===== src/common/wdog_pkg.sv =====
// package: timing constants for the watchdog and supply supervisor
// assumes a 50 MHz system clock
package wdog_pkg;
  localparam int unsigned CLK_HZ          = 50_000_000;
  // watchdog deadline in milliseconds (1.5 s)
  localparam int unsigned TIMEOUT_MS      = 1500;
  // reset pulse length in milliseconds
  localparam int unsigned PULSE_MS        = 50;
  localparam int unsigned TIMEOUT_CYCLES  = (CLK_HZ / 1000) * TIMEOUT_MS;
  localparam int unsigned PULSE_CYCLES    = (CLK_HZ / 1000) * PULSE_MS;
  // supply threshold in millivolts, judged by the external comparator
  localparam int unsigned SUPPLY_GOOD_MV  = 4500;
  localparam int unsigned SYNC_STAGES     = 3;
endpackage


===== src/common/sync_if.sv =====
// interface: one synchronised pin level with its agreed value and edge strobe
// assumes the producer and consumer share sys_clk
`timescale 1ns/100ps
interface sync_if;
  logic level;  // agreed, stable level
  logic edge_p; // one-cycle pulse on any agreed change
  modport src (output level, output edge_p);
  modport dst (input level, input edge_p);
endinterface


===== src/rtl/pin_sync.sv =====
// three-flop pin synchroniser; a change counts once stages two and three agree
// assumes an asynchronous input pin and sys_clk
`timescale 1ns/100ps
module pin_sync #(
  parameter logic RESET_VAL = 1'b0
) (
  input  wire logic sys_clk,  // system clock
  input  wire logic sys_rst,  // synchronous reset
  input  wire logic pin,      // raw asynchronous pin
  sync_if.src       out       // agreed level and change pulse
);
  logic [2:0] stage_q;
  logic       level_q;
  logic       edge_q;

  // shift chain; stage 0 feeds only stage 1
  always_ff @(posedge sys_clk) begin
    if (sys_rst) begin
      stage_q <= {3{RESET_VAL}};
    end else begin
      stage_q <= {stage_q[1:0], pin};
    end
  end

  // accept a new level only when the two late stages agree
  always_ff @(posedge sys_clk) begin
    if (sys_rst) begin
      level_q <= RESET_VAL;
      edge_q  <= 1'b0;
    end else begin
      edge_q <= 1'b0;
      if (stage_q[1] == stage_q[2] && stage_q[2] != level_q) begin
        level_q <= stage_q[2];
        edge_q  <= 1'b1;
      end
    end
  end

  assign out.level  = level_q;
  assign out.edge_p = edge_q;
endmodule


===== src/rtl/wdog_supervisor.sv =====
// watchdog plus supply supervisor: timeout reset, power-fail reset, write block
// the watchdog and reset line share one supervisor state machine; the write gate uses the synced supply fault alone
// assumes sys_rst comes only from power-on; pins are asynchronous
// assumes an external comparator reports supply level on supply_good
// assumes the write strobe input is already on sys_clk
// timeout and pulse lengths are parameters so short runs stay practical
`timescale 1ns/100ps
// Notes on behaviour
// - missed deadline gives 50 ms reset pulse
// - each toggle restarts the full interval
// - disable input suppresses watchdog resets
// - every reset also wakes the processor
// - supply fault forces system reset
// - hold reset until supply reaches 4.5 V
// - supply fault blocks memory write strobe
module wdog_supervisor #(
  parameter int unsigned TIMEOUT_CYC = wdog_pkg::TIMEOUT_CYCLES,
  parameter int unsigned PULSE_CYC   = wdog_pkg::PULSE_CYCLES
) (
  input  wire logic sys_clk,     // 50 MHz system clock
  input  wire logic sys_rst,     // power-on reset, sync, high
  input  wire logic wd_toggle,   // watchdog kick pin from host
  input  wire logic wd_disable,  // static strap, high disables watchdog
  input  wire logic supply_good, // comparator: vcc at or above 4.5 V
  input  wire logic mem_wr_n_in, // processor write strobe, low active
  output logic      sys_reset,   // system reset to processor, high
  output logic      wake,        // wake release for stop/halt
  output logic      mem_wr_n,    // gated write strobe, low active
  output logic      wd_fired     // pulse: watchdog timeout seen
);
  typedef enum logic [1:0] {ST_POWER, ST_RUN, ST_PULSE} state_e;

  // supply judged bad when the synced comparator level is low
  function automatic logic supply_bad(input logic good_lvl);
    supply_bad = !good_lvl;
  endfunction

  // watchdog may fire only when running, enabled and supply good
  function automatic logic wd_armed(
    input state_e st,       // present supervisor state
    input logic   dis_lvl,  // synced disable strap
    input logic   good_lvl  // synced supply level
  );
    wd_armed = (st == ST_RUN) && !dis_lvl && !supply_bad(good_lvl);
  endfunction

  // counter end test, shared by the deadline and pulse counters
  function automatic logic count_done(
    input logic [31:0] cnt,   // running count
    input int unsigned limit  // cycles in the interval
  );
    count_done = (cnt >= limit - 1);
  endfunction

  sync_if tog_s ();
  sync_if dis_s ();
  sync_if pg_s ();

  // kick pin; either agreed change is a retrigger
  pin_sync #(.RESET_VAL(1'b0)) u_tog (
    .sys_clk (sys_clk),
    .sys_rst (sys_rst),
    .pin     (wd_toggle),
    .out     (tog_s)
  );
  // disable strap resets as disabled, so nothing fires before it is known
  pin_sync #(.RESET_VAL(1'b1)) u_dis (
    .sys_clk (sys_clk),
    .sys_rst (sys_rst),
    .pin     (wd_disable),
    .out     (dis_s)
  );
  // supply level resets as bad, so reset holds until it is known
  pin_sync #(.RESET_VAL(1'b0)) u_pg (
    .sys_clk (sys_clk),
    .sys_rst (sys_rst),
    .pin     (supply_good),
    .out     (pg_s)
  );

  // state and counters
  state_e      state_q;
  logic [31:0] wd_cnt_q;
  logic [31:0] pulse_cnt_q;

  // registered outputs
  logic        fired_q;
  logic        rst_q;
  logic        wr_n_q;

  // decoded conditions
  logic        timeout;     // watchdog count at its last value
  logic        pulse_done;  // last cycle of the reset pulse
  logic        fault;       // synced supply out of tolerance
  logic        wd_restart;  // any cause that zeroes the watchdog count
  logic        go_power;    // supply lost: back to power hold
  logic        go_pulse;    // deadline missed while armed
  logic        go_run;      // hold or pulse finished

  // shared compare; both counters start at zero, so limit minus one ends them
  assign timeout    = count_done(wd_cnt_q, TIMEOUT_CYC);
  assign pulse_done = count_done(pulse_cnt_q, PULSE_CYC);

  // synced supply fault, shared by reset, state and write gate
  assign fault = supply_bad(pg_s.level);

  // transition causes, kept apart so the case below reads as a table
  assign go_power = fault;
  assign go_pulse = wd_armed(state_q, dis_s.level, pg_s.level) && timeout;
  assign go_run   = (state_q == ST_POWER) ? !fault : pulse_done;

  // supervisor sequencing; a fault outranks every other cause
  always_ff @(posedge sys_clk) begin
    if (sys_rst) begin
      state_q <= ST_POWER;
    end else begin
      unique case (state_q)
        ST_POWER: begin
          // hold reset until the synced supply reads good
          if (go_run) begin
            state_q <= ST_RUN;
          end
        end
        ST_RUN: begin
          // a fault outranks a missed deadline
          if (go_power) begin
            state_q <= ST_POWER;
          end else if (go_pulse) begin
            state_q <= ST_PULSE;
          end
        end
        ST_PULSE: begin
          // a fault mid-pulse falls back to the power hold
          if (go_power) begin
            state_q <= ST_POWER;
          end else if (go_run) begin
            state_q <= ST_RUN;
          end
        end
        default: begin
          // unused code; recover through the power hold
          state_q <= ST_POWER;
        end
      endcase
    end
  end

  // restart causes; a re-enabled watchdog always begins a full interval
  always_comb begin
    // no cause: keep counting
    wd_restart = 1'b0;
    if (state_q != ST_RUN) begin
      wd_restart = 1'b1;
    end
    if (tog_s.edge_p) begin
      wd_restart = 1'b1;
    end
    if (dis_s.level) begin
      wd_restart = 1'b1;
    end
  end

  // watchdog counter; stops at the end value until the state moves on
  always_ff @(posedge sys_clk) begin
    if (sys_rst) begin
      wd_cnt_q <= 32'h0000_0000;
    end else if (wd_restart) begin
      wd_cnt_q <= 32'h0000_0000;
    end else if (!timeout) begin
      wd_cnt_q <= wd_cnt_q + 32'h0000_0001;
    end
  end

  // reset pulse width counter
  always_ff @(posedge sys_clk) begin
    if (sys_rst) begin
      pulse_cnt_q <= 32'h0000_0000;
    end else if (state_q == ST_PULSE) begin
      // zero on the first pulse cycle, so the pulse lasts the full count
      pulse_cnt_q <= pulse_cnt_q + 32'h0000_0001;
    end else begin
      pulse_cnt_q <= 32'h0000_0000;
    end
  end

  // reset line; high in any state but run, or at once on a fault
  always_ff @(posedge sys_clk) begin
    if (sys_rst) begin
      rst_q <= 1'b1;
    end else begin
      rst_q <= (state_q != ST_RUN) || fault;
    end
  end

  // timeout strobe; one cycle, raised with the move into the pulse
  always_ff @(posedge sys_clk) begin
    if (sys_rst) begin
      fired_q <= 1'b0;
    end else begin
      fired_q <= go_pulse;
    end
  end

  // write gate; raw strobe passes a flop so data stays registered
  always_ff @(posedge sys_clk) begin
    if (sys_rst) begin
      wr_n_q <= 1'b1;
    end else begin
      wr_n_q <= mem_wr_n_in | fault;
    end
  end

  // reset doubles as the wake release for stop and halt
  assign sys_reset = rst_q;
  assign wake      = rst_q;
  // combinational force too, so a fault blocks writes with no lag
  assign mem_wr_n  = wr_n_q | fault;
  // strobe straight from its flop
  assign wd_fired  = fired_q;
endmodule


===== config.mk =====
export PLATFORM = sky130hd
export DESIGN_NAME = wdog_supervisor
export DESIGN_NICKNAME = d
export VERILOG_FILES = /design/src/common/wdog_pkg.sv /design/src/common/sync_if.sv /design/src/rtl/pin_sync.sv /design/src/rtl/wdog_supervisor.sv
export SDC_FILE = /design/constraint.sdc
export NUM_CORES = 1
export LEC_CHECK = 0
export ABC_CLOCK_PERIOD_IN_PS = 2620
export BUFFER_PORTS_ARGS = -buffer_cell sky130_fd_sc_hd__buf_2
export CORE_ASPECT_RATIO = 1.5
export CORE_UTILIZATION = 64
export CTS_BUF_LIST = sky130_fd_sc_hd__clkbuf_4 sky130_fd_sc_hd__clkbuf_8
export CTS_CLUSTER_SIZE = 20
export DETAILED_ROUTE_END_ITERATION = 6
export HOLD_SLACK_MARGIN = 0.02
export PLACE_DENSITY = 0.81
export SKIP_CTS_REPAIR_TIMING = 1
export SLEW_MARGIN = 10
export SYNTH_ARGS = -nofsm -noshare
export SYNTH_HDL_FRONTEND = slang
export SYNTH_SLANG_ARGS = --single-unit
export TNS_END_PERCENT = 30

===== constraint.sdc =====
create_clock -name sys_clk -period 2.62 [get_ports sys_clk]
set_input_delay 0.131 -clock sys_clk [delete_from_list [all_inputs] [get_ports sys_clk]]
set_output_delay 0.131 -clock sys_clk [all_outputs]
set_load 0.02 [all_outputs]

Word level (Yosys, flattened, before mapping)
Index checks and enable logic that the tools add are counted.

Flip-flop bits (word level): 82. Output and inout port bits: 4. Input bits: 6. Logic and storage cells: 52.

Bitwise logic cells: 3. Add/subtract/negate cells: 2. Reductions and logical operators: 12. Magnitude comparators: 2. Equality and inequality tests: 10. Mux-type cells: 10.

Operator list (number): $add A32 B1 Y32 const B (2); $ge A32 B22 Y1 const B (1); $ge A32 B27 Y1 const B (1); $mux W2 (4); $logic_and A1 B1 Y1 (6); $pmux W2 S3 (1); $mux W1 (5); $reduce_or A2 Y1 (2); $eq A1 B1 Y1 (3); $ne A1 B1 Y1 (3); $ne A3 B3 Y1 const B (1); $eq A2 B1 Y1 const B (1); $eq A2 B2 Y1 const B (1); $logic_not A1 Y1 (2); $logic_not A2 Y1 (1); $ne A2 B1 Y1 const B (1); $or A1 B1 Y1 (2); $logic_or A1 B1 Y1 (1); $not A1 Y1 (1).

Longest topological paths before layout
Depth in word-level cells: 7. Gate-level depth with buffers: 7. Gate-level depth less buffers: 6.

Modules after synthesis
From an unflattened synthesis, not the netlist that was laid out.

Cell total of the unflattened synthesis: 407. Area total of the unflattened synthesis: 3634.7 µm².

Modules (own cells, without submodules): wdog_supervisor (area an instance 3180.6 µm², times used 1, cells an instance 367, sequential area each 1381.3 µm²); pin_sync (u_pg ...) (area an instance 150.1 µm², times used 2, cells an instance 13, sequential area each 100.1 µm²); pin_sync (u_dis) (area an instance 153.9 µm², times used 1, cells an instance 14, sequential area each 100.1 µm²).

Worst setup path after synthesis
OpenSTA, ideal clock, no wires.

Kind: register to register. From: register wd_cnt_q[27]. To: register wd_cnt_q[26]. Stages on the path, launching flop included: 8. Data arrival time: 2.088 ns. Setup slack: 0.417 ns. Period minus slack after synthesis: 2.203 ns. Required time: 2.505 ns. Cell sequence: dfxtp_1 or4_4 or4_4 nor4_1 buf_2 buf_4 nor4_1 o21a_1.

Word-level cells in the longest chain between the ends: 1.

RTL lines: from (decl) (line wdog_supervisor.sv:83) `logic [31:0] wd_cnt_q;`; from (signal assigned) (line wdog_supervisor.sv:170) `wd_cnt_q <= wd_cnt_q + 32'h0000_0001;`; $ge A32 B27 Y1 (line wdog_supervisor.sv:52) `count_done = (cnt >= limit - 1);`.

No other way between the ends. A chain may end at the register's enable or synchronous reset.

Worst setup path in the final report
From: register wd_cnt_q[27]. To: register state_q[1].

Word-level cells in the longest chain between the ends: 3.

RTL lines: $ge A32 B27 Y1 (line wdog_supervisor.sv:52); $logic_and A1 B1 Y1 (line wdog_supervisor.sv:109) `assign go_pulse = wd_armed(state_q, dis_s.level, pg_s.level) && timeout;`; $ne A3 B3 Y1 (no line); to (signal assigned) (line wdog_supervisor.sv:115) `state_q <= ST_POWER;`; to (signal assigned) (line wdog_supervisor.sv:121) `state_q <= ST_RUN;`; to (signal assigned) (line wdog_supervisor.sv:127) `state_q <= ST_POWER;`; to (decl) (line wdog_supervisor.sv:82) `state_e state_q;`.

No other way between the ends.

==> impl_metrics.csv <==
group,metric,value,unit
outcome,outcome,"complete, no violations",
timing,hold-worst-slack,0.128,ns
floorplanning,initial_core_util,0.666,
cts,cts_tree,"done",
worst_hold_path,hold_path_class,"primary input to flop",
synth,ys_seq_area_frac,0.452,
power,ir_worst_vdd,0.480,mV
synth,syn_avg_cell_area,8.81,um^2
placement,hpwl,4.99,mm
cts,numCtsBuffers,9,
floorplanning,row_count,33,
cts,cts_max_level,3,
floorplanning,fp.dieH,94.3,um
floorplanning,pin_count,10,
power,power.internal,1.71,mW
cts,root_buffer,"clkbuf_8",
synth,synth_edf_count,0,
finish,nNetsFinal,438,
finish,num_antenna_cells,0,
timing,hold_viol_final,0,
global_route,grt_pass1_wl,12.5,mm
route,vias,3054,
timing,slew-limit-headroom,0.307,
power,pwr-share-clk,0.417,
synth,syn-num-nets,420,
synth,synthArstFlopShare,0,
power,switching_share,0.214,
timing,post-route-period-util,0.878,
floorplanning,core_region_area,5450,um^2
setup_path,startpoint_type,"flop",
finish,final_common_cell,"dfxtp_1",
setup_path,cp.required,2.91,ns
timing,tightest_slew,1.04,ns
timing,rsz0062_at_grt,"no",
cts,insertion_delay,0.35,ns
timing,max_freq,434,MHz
finish,drive_above_1_share,0.122,
global_route,gr-total-overflow,0,
setup_path,critPathMaxFanout,5,
power,power_density,541,nW/um^2
route,drc_errors,0,
route,ant_nets,0,
global_route,antenna_found_initial,0,
power,combPwrFrac,0.008,
synth,ys_warn_count,0,
finish,area_growth,10.9,%
cts,cts.path.max_buffers,2,
setup_path,endpoint_kind,"flop",
synth,post_synth_num_cell_types,44,
power,p_leak,1.38,nW
synth,ys.flop_type,"dfxtp_1",
timing,finClkSkew,0.0106,ns
route,wl,7.30,mm
route,drt_iter0_drc,257,
route,first_pass_iters,4,
setup_path,worstSetupStartpoint,"wd_cnt_q[27]",
floorplanning,die_width,63.5,um
floorplanning,die-area,5980,um^2
timing,totalNegativeSetupSlack,0,ns
setup_path,path_class,"flop to flop",
job,cap_viol_max_count,0,
global_route,grt_max_degree,34,
placement,routabilityCongestion,0.850,
worst_hold_path,min_from,"sys_rst",
cts,clk_pin_slew,0.08,ns
global_route,grt_pass1_vias,2970,
cts,cts.sinks,82,
route,vias_per_cell,6.05,
synth,synth_seq_cells,82,
placement,io_buffers,9,
global_route,grt_usage,0.262,
setup_path,r2r-start,"wd_cnt_q[27]",
timing,period_minus_slack,2.30,ns
setup_path,worst_ep_arrival_time,2.60,ns
power,p_sw,0.466,mW
power,seqPwrFrac,0.575,
synth,synth_cells,412,
route,wl_per_cell,14.5,um
timing,finalMaxSlewViolations,0,
timing,setup_viol_count_final,0,
finish,layout_common_cells,"82 x dfxtp_1, 39 x nor2_1, 31 x nand2_1",
synth,syn_area,3630,um^2
logic make-up (layout without fill, tap and decap cells):
logic type | after synthesis | after routing | synth area share
flops | 82 | 82 | 0.452
xor+xnor | 27 | 27 | 0.0651
buf+inv | 22 | 45 | 0.0255
fa+ha+maj | 2 | 2 | 0.00689
mux | 5 | 5 | 0.0138
compound gates | 62 | 62 | 0.109
simple gates | 212 | 212 | 0.328
registers in the layout (all words and copies together), names as in the netlist:
name,cells
pulse_cnt_q,32
wd_cnt_q,32
u_dis.stage_q,3
u_pg.stage_q,3
u_tog.stage_q,3
state_q,2
sys_reset,1
u_dis.out.level,1
u_pg.out.level,1
u_tog.out.edge_p,1
u_tog.out.level,1
wd_fired,1
wr_n_q,1
worst paths after layout:
path         slack (ns)          endpoint  cells after the start
max reg2reg        0.32        state_q[1]                      5
min reg2reg        0.42  u_dis.stage_q[1]                      1
min                0.13  u_tog.out.edge_p                      2
max                0.32        state_q[1]                      5
final cells by class:
cell class / count / area [um^2]
fillers: 422 / 1420
multi-input cells: 308 / 1910
clock buffers: 10 / 131
clock inverters: 6 / 67.6
repair buffers: 25 / 175
flip-flops and latches: 82 / 1640
inverters: 4 / 15.0
well taps: 70 / 87.6
cells in the mapped netlist (all sizes together) (2+ instances only):
master	number	area, um^2
a211oi	3	32.5
a21oi	23	115
and2	8	51.3
and3	12	75.1
and4	8	70.1
buf	5	28.8
clkbuf	13	48.8
dfxtp	82	1640
ha	2	25.0
inv	4	15.0
mux2i	5	50.1
nand2	31	116
nand2b	8	50.1
nand3	23	115
nand4	24	150
nand4b	2	17.5
nor2	39	146
nor2b	8	50.1
nor3	2	10.0
nor4	8	56.3
o211ai	6	45.0
o21ai	15	75.1
o31ai	6	45.0
or2	6	37.5
or3	13	81.3
or4	19	154
xnor2	5	43.8
xor2	22	193
power groups by stage:
stage	clock (mW)	combinational [mW]	sequential [mW]
detailed placement	0	0.0128	1.28
finish	0.909	0.0171	1.25
global route	0.978	0.0190	1.25
global placement	0	0.0121	1.28
CTS	0.924	0.0128	1.25
floorplan	0	0.00709	1.28
metal layers:
metal  GRT usage  share of wire
met1       0.277           0.43
met2       0.469           0.52
met4       0.155          0.034
met3      0.0546          0.023
met5           0              0
worst max-delay path: stages (launching register included):
cell	delay [ns]
dfxtp_1	0.31
or4_4	0.53
or4_4	0.54
or4_4	0.47
a211oi_2	0.28
a21o_1	0.11
per-stage QoR:
step                worst slack (ns)  total power, mW  std cells  cell area [um^2]   util
floorplan                      0.417             1.29        412              3630      -
global placement               0.390             1.29        485              3790  0.695
detailed placement             0.334             1.30        485              3790  0.695
CTS                            0.312             2.19        501              3990  0.732
global route                   0.189             2.25        505              4030  0.739
finish                         0.318             2.18        505              4030  0.739
(Power assumes the default switching activity.)
